[src/rtl/ahs_regs.svh]
`ifndef AHS_REGS_SVH
`define AHS_REGS_SVH

`define AHS_CLK_MHZ 32'd100
`define AHS_CLK_HZ 32'd100000000

// apb byte offsets
`define AHS_OFS_CMD 8'h00
`define AHS_OFS_PLO 8'h04
`define AHS_OFS_PHI 8'h08
`define AHS_OFS_INLOG 8'h0c
`define AHS_OFS_STAT 8'h10
`define AHS_OFS_LPOS 8'h14
`define AHS_OFS_RPOS 8'h18
`define AHS_OFS_MODE1 8'h1c
`define AHS_OFS_MODE2 8'h20

// command register fields and codes
`define AHS_CMD_AXIS_BIT 8
`define AHS_CMD_ACCEL 8'h02
`define AHS_CMD_HISPD 8'h05
`define AHS_CMD_OFFSET 8'h06
`define AHS_CMD_LOSPD 8'h14
`define AHS_CMD_MODE1 8'h23
`define AHS_CMD_MODE2 8'h24
`define AHS_CMD_FILTER 8'h25
`define AHS_CMD_START 8'h5a

// mode word one
`define AHS_M1_S1_EN 0
`define AHS_M1_S1_DIR 1
`define AHS_M1_S1_HOME 2
`define AHS_M1_S2_LIMSEL 3
`define AHS_M1_S2_EN 4
`define AHS_M1_S2_DIR 5
`define AHS_M1_S3_EN 10
`define AHS_M1_S3_DIR 11
`define AHS_M1_S3_CCLR 12
`define AHS_M1_S3_RPCLR 13
`define AHS_M1_S3_LPCLR 14
`define AHS_M1_S4_EN 15

// mode word two
`define AHS_M2_RPCLR 1
`define AHS_M2_LPCLR 2
`define AHS_M2_CCLR_POL 3
`define AHS_M2_CCLR_W_LSB 4
`define AHS_M2_TMR_EN 7
`define AHS_M2_TMR_LSB 8

// filter word and input logic word
`define AHS_FLT_DLY_LSB 8
`define AHS_FLT_HOME_EN 2
`define AHS_FLT_MAX_CODE 4'ha
`define AHS_IL_HOME_HI 2

// timing
`define AHS_FLT_MAX_US 32'd512
`define AHS_TMR_BASE_US 32'd1
`define AHS_TMR_BASE_CYC (`AHS_TMR_BASE_US * `AHS_CLK_MHZ)
`define AHS_CCLR_BASE_US 32'd10
`define AHS_CCLR_BASE_CYC (`AHS_CCLR_BASE_US * `AHS_CLK_MHZ)

// reset values
`define AHS_RST_HISPD 32'd0
`define AHS_RST_LOSPD 32'd0
`define AHS_RST_WORD 16'h0000

`endif

[src/rtl/ahs_pkg.sv]
package ahs_pkg;

  typedef enum logic [9:0] {
    ST_IDLE    = 10'b00_0000_0001,
    ST_WAIT    = 10'b00_0000_0010,
    ST_S1_RUN  = 10'b00_0000_0100,
    ST_S1_DEC  = 10'b00_0000_1000,
    ST_S1_BACK = 10'b00_0001_0000,
    ST_S2_ESC  = 10'b00_0010_0000,
    ST_S2_SRCH = 10'b00_0100_0000,
    ST_S3      = 10'b00_1000_0000,
    ST_S4_OFS  = 10'b01_0000_0000,
    ST_END     = 10'b10_0000_0000
  } ahs_state_t;

endpackage : ahs_pkg

[src/rtl/ahs_home_search.sv]
// The register addresses and register access over APB were decided locally.
`timescale 1ns/10ps
`include "ahs_regs.svh"
module ahs_home_search #(
  parameter logic [31:0] FILT_MAX_CYC = `AHS_FLT_MAX_US * `AHS_CLK_MHZ
) (
  // clock and reset
  input wire logic mclk_i,
  input wire logic rst_i,
  // apb slave
  input wire logic psel_i,
  input wire logic penable_i,
  input wire logic pwrite_i,
  input wire logic [7:0] paddr_i,
  input wire logic [31:0] pwdata_i,
  output logic [31:0] prdata_o,
  output logic pready_o,
  output logic pslverr_o,
  // sensors
  input wire logic home_detect_input_i,
  input wire logic limit_plus_i,
  input wire logic limit_minus_i,
  // motor driver
  output logic drive_pulse_o,
  output logic drive_dir_minus_o,
  output logic deviation_counter_clear_output_o,
  output logic busy_o
);
  // registers
  logic [15:0] plo_q, phi_q, inlog_q, mode1_q, mode2_q, filt_q;
  logic [31:0] accel_q, hispd_q, lospd_q, offset_q;
  logic [31:0] lpos_q, rpos_q;
  ahs_pkg::ahs_state_t state_q, target_q;
  logic run_q, back_seen_q, overshoot_q;
  logic [31:0] speed_q, acc_q, remain_q, wait_q, cclr_cnt_q;
  logic cclr_act_q;
  // bus decode
  logic acc_phase, wr_en, start_cmd, cmd_wr, mapped;
  logic [31:0] rd_mux;
  logic [31:0] param;
  // motion helpers
  logic step, home_raw, home_act, lim_fwd;
  logic [3:0] flt_code;
  logic [31:0] flt_delay, tmr_cyc, cclr_cyc;
  logic [32:0] acc_sum;
  logic same_path;

  assign acc_phase = psel_i && penable_i && !pready_o;
  assign wr_en = psel_i && penable_i && pready_o && pwrite_i && mapped;
  assign cmd_wr = wr_en && paddr_i == `AHS_OFS_CMD && pwdata_i[`AHS_CMD_AXIS_BIT];
  assign start_cmd = cmd_wr && pwdata_i[7:0] == `AHS_CMD_START;
  assign param = {phi_q, plo_q};

  always_comb begin
    mapped = 1'b1;
    rd_mux = 32'h0000_0000;
    if (paddr_i == `AHS_OFS_CMD) begin
      rd_mux = 32'h0000_0000;
    end else if (paddr_i == `AHS_OFS_PLO) begin
      rd_mux = {16'h0000, plo_q};
    end else if (paddr_i == `AHS_OFS_PHI) begin
      rd_mux = {16'h0000, phi_q};
    end else if (paddr_i == `AHS_OFS_INLOG) begin
      rd_mux = {16'h0000, inlog_q};
    end else if (paddr_i == `AHS_OFS_STAT) begin
      rd_mux = {19'h0_0000, overshoot_q, home_act, busy_o, state_q};
    end else if (paddr_i == `AHS_OFS_LPOS) begin
      rd_mux = lpos_q;
    end else if (paddr_i == `AHS_OFS_RPOS) begin
      rd_mux = rpos_q;
    end else if (paddr_i == `AHS_OFS_MODE1) begin
      rd_mux = {16'h0000, mode1_q};
    end else if (paddr_i == `AHS_OFS_MODE2) begin
      rd_mux = {16'h0000, mode2_q};
    end else begin
      mapped = 1'b0;
    end
  end

  // answer in the second access cycle; writes land on the pready edge
  always_ff @(posedge mclk_i or posedge rst_i) begin
    if (rst_i) begin
      pready_o <= 1'b0;
      pslverr_o <= 1'b0;
      prdata_o <= 32'h0000_0000;
    end else begin
      pready_o <= acc_phase;
      pslverr_o <= acc_phase && !mapped;
      prdata_o <= (acc_phase && !pwrite_i) ? rd_mux : 32'h0000_0000;
    end
  end

  always_ff @(posedge mclk_i or posedge rst_i) begin
    if (rst_i) begin
      plo_q <= `AHS_RST_WORD;
      phi_q <= `AHS_RST_WORD;
      inlog_q <= `AHS_RST_WORD;
    end else if (wr_en) begin
      if (paddr_i == `AHS_OFS_PLO) begin
        plo_q <= pwdata_i[15:0];
      end else if (paddr_i == `AHS_OFS_PHI) begin
        phi_q <= pwdata_i[15:0];
      end else if (paddr_i == `AHS_OFS_INLOG) begin
        inlog_q <= pwdata_i[15:0];
      end
    end
  end

  // commands latch the parameter; ignored while searching
  always_ff @(posedge mclk_i or posedge rst_i) begin
    if (rst_i) begin
      mode1_q <= `AHS_RST_WORD;
      mode2_q <= `AHS_RST_WORD;
      filt_q <= `AHS_RST_WORD;
      accel_q <= 32'h0000_0000;
      hispd_q <= `AHS_RST_HISPD;
      lospd_q <= `AHS_RST_LOSPD;
      offset_q <= 32'h0000_0000;
    end else if (cmd_wr && !busy_o) begin
      case (pwdata_i[7:0])
        `AHS_CMD_ACCEL: accel_q <= param;
        `AHS_CMD_HISPD: hispd_q <= param;
        `AHS_CMD_LOSPD: lospd_q <= param;
        `AHS_CMD_OFFSET: offset_q <= param;
        `AHS_CMD_MODE1: mode1_q <= plo_q;
        `AHS_CMD_MODE2: mode2_q <= plo_q;
        `AHS_CMD_FILTER: filt_q <= plo_q;
        default: begin
        end
      endcase
    end
  end

  // delay doubles per code, top code gives the full delay
  assign flt_code = filt_q[`AHS_FLT_DLY_LSB +: 4];
  assign flt_delay = (flt_code == 4'h0) ? 32'h0000_0000 :
    (flt_code >= `AHS_FLT_MAX_CODE) ? FILT_MAX_CYC :
    (FILT_MAX_CYC >> (`AHS_FLT_MAX_CODE - flt_code));
  assign home_raw = home_detect_input_i ~^ inlog_q[`AHS_IL_HOME_HI];

  ahs_in_filter u_filt (
    .mclk_i(mclk_i),
    .rst_i(rst_i),
    .en_i(filt_q[`AHS_FLT_HOME_EN]),
    .delay_i(flt_delay),
    .raw_i(home_raw),
    .filt_o(home_act)
  );

  ahs_pulse_gen u_pulse (
    .mclk_i(mclk_i),
    .rst_i(rst_i),
    .run_i(run_q),
    .speed_i(speed_q),
    .step_o(step)
  );

  assign tmr_cyc = mode2_q[`AHS_M2_TMR_EN] ?
    (`AHS_TMR_BASE_CYC << mode2_q[`AHS_M2_TMR_LSB +: 3]) : 32'h0000_0000;
  assign cclr_cyc = `AHS_CCLR_BASE_CYC << mode2_q[`AHS_M2_CCLR_W_LSB +: 3];
  assign lim_fwd = drive_dir_minus_o ? limit_minus_i : limit_plus_i;
  assign acc_sum = {1'b0, acc_q} + {1'b0, accel_q};
  // same signal and direction in both steps
  assign same_path = mode1_q[`AHS_M1_S1_HOME] == !mode1_q[`AHS_M1_S2_LIMSEL] &&
    mode1_q[`AHS_M1_S1_DIR] == mode1_q[`AHS_M1_S2_DIR];

  // sequencer
  always_ff @(posedge mclk_i or posedge rst_i) begin
    if (rst_i) begin
      state_q <= ahs_pkg::ST_IDLE;
      target_q <= ahs_pkg::ST_IDLE;
      run_q <= 1'b0;
      speed_q <= 32'h0000_0000;
      drive_dir_minus_o <= 1'b0;
      back_seen_q <= 1'b0;
      overshoot_q <= 1'b0;
      wait_q <= 32'h0000_0000;
      remain_q <= 32'h0000_0000;
      acc_q <= 32'h0000_0000;
      busy_o <= 1'b0;
    end else begin
      case (state_q)
        ahs_pkg::ST_IDLE: begin
          if (start_cmd) begin
            busy_o <= 1'b1;
            overshoot_q <= 1'b0;
            wait_q <= 32'h0000_0000;
            state_q <= ahs_pkg::ST_WAIT;
            target_q <= (mode1_q[`AHS_M1_S1_EN] && !home_act) ?
              ahs_pkg::ST_S1_RUN : ahs_pkg::ST_S2_SRCH;
          end
        end
        ahs_pkg::ST_WAIT: begin
          if (wait_q != 32'h0000_0000) begin
            wait_q <= wait_q - 32'h0000_0001;
          end else if (target_q == ahs_pkg::ST_S1_RUN) begin
            state_q <= ahs_pkg::ST_S1_RUN;
            speed_q <= hispd_q;
            drive_dir_minus_o <= mode1_q[`AHS_M1_S1_DIR];
            run_q <= 1'b1;
          end else if (target_q == ahs_pkg::ST_S2_SRCH) begin
            if (!mode1_q[`AHS_M1_S2_EN]) begin
              state_q <= ahs_pkg::ST_S3;
            end else if (home_act) begin
              state_q <= ahs_pkg::ST_S2_ESC;
              speed_q <= lospd_q;
              drive_dir_minus_o <= !mode1_q[`AHS_M1_S2_DIR];
              run_q <= 1'b1;
            end else begin
              state_q <= ahs_pkg::ST_S2_SRCH;
              speed_q <= lospd_q;
              drive_dir_minus_o <= mode1_q[`AHS_M1_S2_DIR];
              run_q <= 1'b1;
            end
          end else if (target_q == ahs_pkg::ST_S4_OFS) begin
            if (mode1_q[`AHS_M1_S4_EN] && offset_q != 32'h0000_0000) begin
              state_q <= ahs_pkg::ST_S4_OFS;
              speed_q <= hispd_q;
              drive_dir_minus_o <= offset_q[31];
              remain_q <= offset_q[31] ? (~offset_q + 32'h0000_0001) : offset_q;
              run_q <= 1'b1;
            end else begin
              state_q <= ahs_pkg::ST_END;
            end
          end else begin
            state_q <= target_q;
          end
        end
        ahs_pkg::ST_S1_RUN: begin
          if (home_act) begin
            state_q <= ahs_pkg::ST_S1_DEC;
            acc_q <= 32'h0000_0000;
          end else if (lim_fwd) begin
            run_q <= 1'b0;
            back_seen_q <= 1'b0;
            state_q <= ahs_pkg::ST_S1_BACK;
          end
        end
        ahs_pkg::ST_S1_DEC: begin
          if (speed_q <= lospd_q || speed_q == 32'h0000_0000 || lim_fwd) begin
            run_q <= 1'b0;
            back_seen_q <= 1'b0;
            wait_q <= tmr_cyc;
            if (!home_act && same_path) begin
              overshoot_q <= 1'b1;
              state_q <= ahs_pkg::ST_S1_BACK;
            end else begin
              state_q <= ahs_pkg::ST_WAIT;
              target_q <= ahs_pkg::ST_S2_SRCH;
            end
          end else if (acc_sum >= {1'b0, `AHS_CLK_HZ}) begin
            acc_q <= 32'(acc_sum - {1'b0, `AHS_CLK_HZ});
            speed_q <= speed_q - 32'h0000_0001;
          end else begin
            acc_q <= acc_sum[31:0];
          end
        end
        ahs_pkg::ST_S1_BACK: begin
          // one reverse pass through the active section
          if (!run_q) begin
            run_q <= 1'b1;
            speed_q <= lospd_q;
            drive_dir_minus_o <= !mode1_q[`AHS_M1_S1_DIR];
          end else begin
            if (home_act) begin
              back_seen_q <= 1'b1;
            end
            if ((back_seen_q && !home_act) || lim_fwd) begin
              run_q <= 1'b0;
              wait_q <= tmr_cyc;
              state_q <= ahs_pkg::ST_WAIT;
              target_q <= ahs_pkg::ST_S2_SRCH;
            end
          end
        end
        ahs_pkg::ST_S2_ESC: begin
          if (!home_act || lim_fwd) begin
            // stop once clear; no reversal while pulses run
            run_q <= 1'b0;
            drive_dir_minus_o <= mode1_q[`AHS_M1_S2_DIR];
            state_q <= ahs_pkg::ST_S2_SRCH;
          end
        end
        ahs_pkg::ST_S2_SRCH: begin
          if (home_act || lim_fwd) begin
            run_q <= 1'b0;
            wait_q <= tmr_cyc;
            state_q <= ahs_pkg::ST_WAIT;
            target_q <= ahs_pkg::ST_S3;
          end else if (!run_q) begin
            // restart forward after the escape stop
            run_q <= 1'b1;
          end
        end
        ahs_pkg::ST_S3: begin
          wait_q <= tmr_cyc;
          state_q <= ahs_pkg::ST_WAIT;
          target_q <= ahs_pkg::ST_S4_OFS;
        end
        ahs_pkg::ST_S4_OFS: begin
          if (lim_fwd || (step && remain_q == 32'h0000_0001)) begin
            run_q <= 1'b0;
            state_q <= ahs_pkg::ST_END;
          end else if (step) begin
            remain_q <= remain_q - 32'h0000_0001;
          end
        end
        default: begin
          run_q <= 1'b0;
          busy_o <= 1'b0;
          state_q <= ahs_pkg::ST_IDLE;
        end
      endcase
    end
  end

  // step three clears, clears at completion
  always_ff @(posedge mclk_i or posedge rst_i) begin
    if (rst_i) begin
      lpos_q <= 32'h0000_0000;
      rpos_q <= 32'h0000_0000;
    end else begin
      if ((state_q == ahs_pkg::ST_S3 && mode1_q[`AHS_M1_S3_EN] &&
           mode1_q[`AHS_M1_S3_LPCLR]) ||
          (state_q == ahs_pkg::ST_END && mode2_q[`AHS_M2_LPCLR])) begin
        lpos_q <= 32'h0000_0000;
      end else if (step) begin
        lpos_q <= drive_dir_minus_o ? lpos_q - 32'h0000_0001 : lpos_q + 32'h0000_0001;
      end
      // no encoder: real counter follows the issued pulses
      if ((state_q == ahs_pkg::ST_S3 && mode1_q[`AHS_M1_S3_EN] &&
           mode1_q[`AHS_M1_S3_RPCLR]) ||
          (state_q == ahs_pkg::ST_END && mode2_q[`AHS_M2_RPCLR])) begin
        rpos_q <= 32'h0000_0000;
      end else if (step) begin
        rpos_q <= drive_dir_minus_o ? rpos_q - 32'h0000_0001 : rpos_q + 32'h0000_0001;
      end
    end
  end

  // clear output pulse, width and polarity
  always_ff @(posedge mclk_i or posedge rst_i) begin
    if (rst_i) begin
      cclr_act_q <= 1'b0;
      cclr_cnt_q <= 32'h0000_0000;
      deviation_counter_clear_output_o <= 1'b0;
    end else begin
      if (state_q == ahs_pkg::ST_S3 && mode1_q[`AHS_M1_S3_EN] &&
          mode1_q[`AHS_M1_S3_CCLR]) begin
        cclr_act_q <= 1'b1;
        cclr_cnt_q <= cclr_cyc;
      end else if (cclr_cnt_q != 32'h0000_0000) begin
        cclr_cnt_q <= cclr_cnt_q - 32'h0000_0001;
      end else begin
        cclr_act_q <= 1'b0;
      end
      deviation_counter_clear_output_o <= cclr_act_q ^ mode2_q[`AHS_M2_CCLR_POL];
    end
  end

  // registered so the pulse pin comes straight from a flop
  always_ff @(posedge mclk_i or posedge rst_i) begin
    if (rst_i) begin
      drive_pulse_o <= 1'b0;
    end else begin
      drive_pulse_o <= step;
    end
  end
endmodule : ahs_home_search

[src/rtl/ahs_in_filter.sv]
`timescale 1ns/10ps
// with en_i set, level passes only after it has been stable for delay_i cycles; with en_i clear it passes straight through
module ahs_in_filter (
  // clock and reset
  input wire logic mclk_i,
  input wire logic rst_i,
  // control
  input wire logic en_i,
  input wire logic [31:0] delay_i,
  // level in and out
  input wire logic raw_i,
  output logic filt_o
);
  logic [31:0] cnt_q;

  always_ff @(posedge mclk_i or posedge rst_i) begin
    if (rst_i) begin
      cnt_q <= 32'h0000_0000;
      filt_o <= 1'b0;
    end else if (!en_i || raw_i == filt_o) begin
      cnt_q <= 32'h0000_0000;
      filt_o <= en_i ? filt_o : raw_i;
    end else if (cnt_q >= delay_i) begin
      cnt_q <= 32'h0000_0000;
      filt_o <= raw_i;
    end else begin
      cnt_q <= cnt_q + 32'h0000_0001;
    end
  end
endmodule : ahs_in_filter

[src/rtl/ahs_pulse_gen.sv]
`timescale 1ns/10ps
`include "ahs_regs.svh"
// phase accumulator: rate in pps becomes pulses per second without a divider
module ahs_pulse_gen (
  // clock and reset
  input wire logic mclk_i,
  input wire logic rst_i,
  // rate control
  input wire logic run_i,
  input wire logic [31:0] speed_i,
  // one-cycle step pulse
  output logic step_o
);
  logic [31:0] acc_q;
  logic [32:0] sum;

  assign sum = {1'b0, acc_q} + {1'b0, speed_i};

  always_ff @(posedge mclk_i or posedge rst_i) begin
    if (rst_i) begin
      acc_q <= 32'h0000_0000;
      step_o <= 1'b0;
    end else if (!run_i) begin
      acc_q <= 32'h0000_0000;
      step_o <= 1'b0;
    end else if (sum >= {1'b0, `AHS_CLK_HZ}) begin
      acc_q <= 32'(sum - {1'b0, `AHS_CLK_HZ});
      step_o <= 1'b1;
    end else begin
      acc_q <= sum[31:0];
      step_o <= 1'b0;
    end
  end
endmodule : ahs_pulse_gen

[config.mk]
export PLATFORM = sky130hd
export DESIGN_NAME = ahs_home_search
export DESIGN_NICKNAME = d
export VERILOG_FILES = /design/src/rtl/ahs_pkg.sv /design/src/rtl/ahs_home_search.sv /design/src/rtl/ahs_in_filter.sv /design/src/rtl/ahs_pulse_gen.sv
export VERILOG_INCLUDE_DIRS = /design/src /design/src/rtl
export SDC_FILE = /design/constraint.sdc
export NUM_CORES = 2
export LEC_CHECK = 0
export BUFFER_PORTS_ARGS = -buffer_cell sky130_fd_sc_hd__buf_2
export CORE_AREA = 10 10 291 433
export DETAILED_ROUTE_END_ITERATION = 8
export DIE_AREA = 0 0 301 443
export PLACE_DENSITY_LB_ADDON = 0.12
export RECOVER_POWER = 100
export SETUP_SLACK_MARGIN = 0.5
export SKIP_CTS_REPAIR_TIMING = 1
export SYNTH_ARGS = -nofsm -noshare
export SYNTH_HDL_FRONTEND = slang
export SYNTH_SLANG_ARGS = --single-unit
export TNS_END_PERCENT = 30
[constraint.sdc]
create_clock -name mclk_i -period 54.5 [get_ports mclk_i]
set_input_delay 10.9 -clock mclk_i [delete_from_list [all_inputs] [get_ports mclk_i]]
set_output_delay 10.9 -clock mclk_i [all_outputs]
set_load 0.005 [all_outputs]
[Word-level counts from Yosys, hierarchy flattened]
Index checks and enable logic that the tools add are counted.
Operators by class
  add/sub/neg operators: 15
  multiply operators: 0
  div/mod/pow operators: 0
  order comparisons: 5
  equal/unequal tests: 63
  shift-type cells: 3
  muxes and demuxes: 132
  bitwise gates (word level): 7
  reduce and logical (&&, ||, !) cells: 83
Operators with widths (count)
  $mux 32: 49
  $mux 10: 20
  $pmux 32 s6: 1
  $sub 32x1->32 const B: 6
  $add 32x1->32 const B: 4
  $pmux 32 s2: 2
  $pmux 32 s3: 1
  $reduce_bool 32->1: 3
  $pmux 10 s9: 1
  $add 32x32->33: 2
  $ge 33x27->1 const B: 2
  $sub 32x27->32 const B: 2
  $pmux 10 s5: 1
  $mux 1: 46
  $ne 2x2->1 const B: 23
  $eq 8x5->1 const B: 5
  $eq 32x1->1 const B: 1
  $eq 8x6->1 const B: 4
  $ge 32x32->1: 1
  $le 32x32->1: 1
  $logic_not 32->1: 1
  $mux 16: 2
  $not 32->32: 1
  $shl 10x3->32 const A: 1
  other kinds (50): 128
Word-level totals
  bits in registers: 572
  latch bits: 0
  bits in writable memories: 0
  ROM bits: 0
  bits of input ports: 48
  output and inout port bits: 38
  logic and storage cells: 342
  memories kept: 0

[Depth between registers and ports, before layout]
  depth after elaboration: 16
  mapped depth: 19
  depth with buffers taken out: 18

[By module]
A second synthesis with hierarchy kept.
Unflattened totals
  cell total of the unflattened synthesis: 3963
  area, all modules: 36757.8 um^2
Modules (own cells, without submodules)
  ahs_home_search: instances 1, cells each 3206, area an instance 30468.0 um^2, seq. area each 12364.4 um^2
  ahs_pulse_gen: instances 1, cells each 489, area an instance 3907.5 um^2, seq. area each 825.8 um^2
  ahs_in_filter: instances 1, cells each 268, area an instance 2382.3 um^2, seq. area each 825.8 um^2

[Worst setup path before layout]
No wires, ideal clock.
  path type: input-to-reg
  start point: in paddr_i[3]
  end point: reg offset_q[10]
  library setup time: 0.125 ns
  arrival: 13.877 ns
  data required time: 54.375 ns
  slack: 40.498 ns
  stages: 11
  buffers on the path: 3
  cells stage by stage: clkbuf_1 -> o31ai_1 -> and3_1 -> nand4_1 -> or4b_2 -> or4_1 -> nor4_1 -> and3_1 -> clkbuf_1 -> buf_2 -> mux2_2
On the way
  cells in the longest elaborated chain, start to end: 15
  elaborated cells on any way between the ends: 23
  those cells by class: eq/ne: 8; mux: 9; reduce/logical: 6
RTL lines
  from (decl): line ahs_home_search.sv:14  | input wire logic [7:0] paddr_i,
  $eq 8x6->1 (no line)
  $mux 1: line ahs_home_search.sv:73  | end else if (paddr_i == `AHS_OFS_MODE2) begin
  $mux 1: line ahs_home_search.sv:71  | end else if (paddr_i == `AHS_OFS_MODE1) begin
  $mux 1: line ahs_home_search.sv:69  | end else if (paddr_i == `AHS_OFS_RPOS) begin
  $mux 1: line ahs_home_search.sv:67  | end else if (paddr_i == `AHS_OFS_LPOS) begin
  $mux 1: line ahs_home_search.sv:65  | end else if (paddr_i == `AHS_OFS_STAT) begin
  $mux 1: line ahs_home_search.sv:63  | end else if (paddr_i == `AHS_OFS_INLOG) begin
  $mux 1: line ahs_home_search.sv:61  | end else if (paddr_i == `AHS_OFS_PHI) begin
  $mux 1: line ahs_home_search.sv:59  | end else if (paddr_i == `AHS_OFS_PLO) begin
  $mux 1: line ahs_home_search.sv:57  | if (paddr_i == `AHS_OFS_CMD) begin
  $logic_and 1x1->1: line ahs_home_search.sv:49  | assign wr_en = psel_i && penable_i && pready_o && pwrite_i && mapped;
  $logic_and 1x1->1 (no line) *
  $logic_and 1x1->1 *: line ahs_home_search.sv:50  | assign cmd_wr = wr_en && paddr_i == `AHS_OFS_CMD && pwdata_i[`AHS_CMD_AXIS_BIT];
  $logic_and 1x1->1 *: line ahs_home_search.sv:119  | end else if (cmd_wr && !busy_o) begin
  $reduce_and 2->1 (no line) *
  to (signal assigned): line ahs_home_search.sv:124  | `AHS_CMD_OFFSET: offset_q <= param;
  to (decl): line ahs_home_search.sv:31  | logic [31:0] accel_q, hispd_q, lospd_q, offset_q;
Mark *: on every way between the ends. The rest lies on a longest branch, timed or not.
A chain may end at the register's enable or synchronous reset.

==> impl_metrics.csv <==
group,metric,value,unit
yosys,synth_edf_count,0,
sta,worst_hold_slack,473,ps
place,pre_cts_ws,39280,ps
critical_path,critPathRequiredTime,54330,ps
sta,timing.final.ws_setup,30400,ps
critical_path,r2r-start,"drive_dir_minus_o$_DFFE_PP0P_",
layout,area_delta_synth_final,12.0,%
layout,seq_area,14000,um2
clock_network,cts-root-buf,"clkbuf_16",
critical_path,r2r_setup_slack,47380,ps
sta,slew_violations,1050,
sta,period_share,44.2,%
sta,final.setup.tns,0,ps
pwr,power.net_switching,0.000485,W
layout,drive_gt1_share,11.3,%
flow_run,drv_cap,24,
yosys,synth_seq_cells,560,
yosys,seq_area_frac_synth,39.8,%
critical_path,worstReg2RegEnd,"lpos_q[31]$_DFFE_PP0P_",
yosys,netlist_area,35200,um2
run_status,violations,"max-capacitance violations, max-slew violations",
place,io_buffers,69,
die,die-area,133000,um2
critical_path,start_kind,"input pin",
pwr,switching_share,34.1,%
route,routed_wl,118000,um
die,start_util,29.7,%
critical_path,worstSetupPathType,"in -> async",
die,rows,155,
route,vias,29100,
clock_network,clock-sinks,560,
min_path,hp-class,"reg -> reg",
layout,fillCellCount,12400,
sta,period_needed,24100,ps
global_routing,grt_max_degree,109,
die,core,118000,um2
pwr,power_density,36.1,nW/um2
route,vias_per_cell,5.38,
sta,tightest_slew,5250,ps
pwr,peakVddDrop,22.4,uV
clock_network,clk_pin_slew,60,ps
sta,slew_headroom,-252,%
min_path,min_from,"cclr_act_q$_DFFE_PP0P_",
global_routing,grt_first_pass_wirelength,181000,um
yosys,synth_area_leaders,"dfrtp_1 40%, mux2_2 6.9%, ha_1 6.9%",
global_routing,first_global_vias,29200,
sta,finalSetupViolCount,0,
place,placed_cell_area,37300,um2
layout,nets,4037,
place,dp_hpwl,84600,um
route,dr.pass1.iters,5,
die,ios,86,
clock_network,htreeDepth,3,
pwr,intPower,0.000938,W
global_routing,grt_antenna_before_repair,17,
critical_path,reg2reg_depth,14,
place,place.gp.congestion,0.864,
pwr,power,0.00142,W
route,drc_errors,0,
yosys,synth.distinct_cells,96,
die,dieWidth,301,um
yosys,synth_top_area_share,39.7,%
die,die_h,443,um
sta,finalClockSkew,34.2,ps
pwr,combinationalPowerShare,34.0,%
global_routing,grt_remaining_overflow,0,
critical_path,arrival,23930,ps
pwr,pwr-share-seq,31.8,%
yosys,synth_top_area_cell,"dfrtp_1",
layout,multi_input_area,20100,um2
clock_network,cts_tree,"done",
min_path,min_path_cells,1,
yosys,ys_async_sr_fraction,100,%
pwr,leakagePower,17.5,nW
min_path,holdPathEnd,"deviation_counter_clear_output_o$_DFF_PP0_",
global_routing,track_usage,17.3,%
yosys,yosys_warnings,0,
sta,rsz0062_at_grt,"false",
layout,design_area,39400,um2
critical_path,critPathMaxFanout,108,
critical_path,cp-end-kind,"async pin",
clock_network,insertion_delay,670,ps
yosys,synthFlopType,"dfrtp_1",
sta,hold_viol,0,
clock_network,cts_buffers,66,
pwr,clkPwrFrac,34.2,%
route,ant_nets,0,
route,wl_per_cell,21.8,um
clock_network,cts_max_path_buffers,3,
run_status,status,"finished with violations",
yosys,syn_inst,3762,
yosys,synth.avg_cell_area,9.35,um2
route,drt_iter0_markers,1752,
sta,timing.fmax,0.0415,GHz
## logic make-up (layout without fill, tap and decap cells)
kind of cell / after synthesis / in the layout / synth area share (%)
compound gates: 1058 / 1058 / 19.6
flops: 560 / 560 / 39.8
other cells: 1 / 20 / 0.0107
fa+ha+maj: 197 / 197 / 7.09
xor+xnor: 215 / 215 / 5.35
simple gates: 1180 / 1180 / 16.5
buf+inv: 283 / 348 / 3.23
mux: 268 / 268 / 8.42
## placed cells by master, fill, tap and decap left out, types with 72 or more instances in the layout
cell type,n
a21o_1,72
a21oi_1,236
clkbuf_1,77
dfrtp_1,557
nand2_1,229
nor2_1,380
ha_1,193
nor3_1,129
mux2_2,216
xor2_1,79
inv_1,110
o21ai_0,278
xnor2_1,136
## metrics by stage
stage	util, %	instances
global placement	31.5	5294
CTS	33.5	5411
detailed placement	31.5	5294
global route	33.3	5413
finish	33.3	5416
floorplan	-	3776
## final cells by class
| cell class | instances | area share [%] |
|---|---|---|
| multi-input combinational | 2933 | 51.0 |
| sequential | 560 | 35.6 |
| clock buffer | 92 | 5.01 |
| tap | 1570 | 4.99 |
| timing repair buffer | 118 | 1.40 |
| inverter | 113 | 1.08 |
| clock inverter | 25 | 0.921 |
| antenna | 5 | 0.0318 |
## state kept, by name, summed over array words and instances (netlist names), 5 cells and up
| name | flops |
|---|---|
| acc_q | 32 |
| accel_q | 32 |
| cclr_cnt_q | 32 |
| filt_q | 5 |
| hispd_q | 32 |
| inlog_q | 16 |
| lospd_q | 32 |
| lpos_q | 32 |
| mode1_q | 16 |
| mode2_q | 16 |
| offset_q | 32 |
| phi_q | 16 |
| plo_q | 16 |
| prdata_o | 32 |
| remain_q | 32 |
| rpos_q | 32 |
| speed_q | 32 |
| state_q | 10 |
| target_q | 5 |
| u_filt.cnt_q | 32 |
| u_pulse.acc_q | 32 |
| wait_q | 32 |
## critical path, cell delays in order
cell and delay (ps):
buf_2 100, clkinvlp_2 2870, clkbuf_1 2430, clkbuf_1 2370, clkbuf_1 2150, clkbuf_1 2940
## synth_stat cells (49+ instances only)
cell and count:
clkbuf_1 128, o21ai_0 271, mux2i_1 49, or3_1 51, xor2_1 79, nand3_1 64, nor4_1 49, a21o_1 72
a21oi_1 237, nand2_1 229, xnor2_1 136, nor3_1 129, dfrtp_1 558, a211oi_1 57, inv_1 111, ha_1 193
nor2_1 381, mux2_2 217
## routing by layer
metal	wire length (um)	vias to the layer above	GRT usage, %
met5	143	-	0
met4	3210	20	5.44
met3	5000	171	2.94
met1	50500	14500	21.2
li1	-	14000	-
met2	59100	529	30.4
## power groups by stage
stage                     clock [W]  sequential, W  combinational, W
final                      0.000486       0.000452          0.000484
after global routing       0.000517       0.000455          0.000549
after CTS                  0.000503       0.000452          0.000493
after detailed placement          0       0.000460          0.000491
after global placement            0       0.000460          0.000491
after floorplan                   0       0.000451          0.000395
## worst max path at each step
stage	start	to	slack [ps]	depth (start not counted)
after global routing	rst_i	accel_q[28]$_DFFE_PP0P_	27440	6
after CTS	paddr_i[1]	mode1_q[13]$_DFFE_PP0P_	39970	10
after global placement	paddr_i[1]	mode1_q[6]$_DFFE_PP0P_	39270	10
final	rst_i	lospd_q[25]$_DFFE_PP0P_	30400	6
after detailed placement	paddr_i[1]	mode1_q[13]$_DFFE_PP0P_	39280	10
after floorplan	rst_i	acc_q[0]$_DFFE_PP0P_	27940	1
Power figures use the tool's default switching activity.
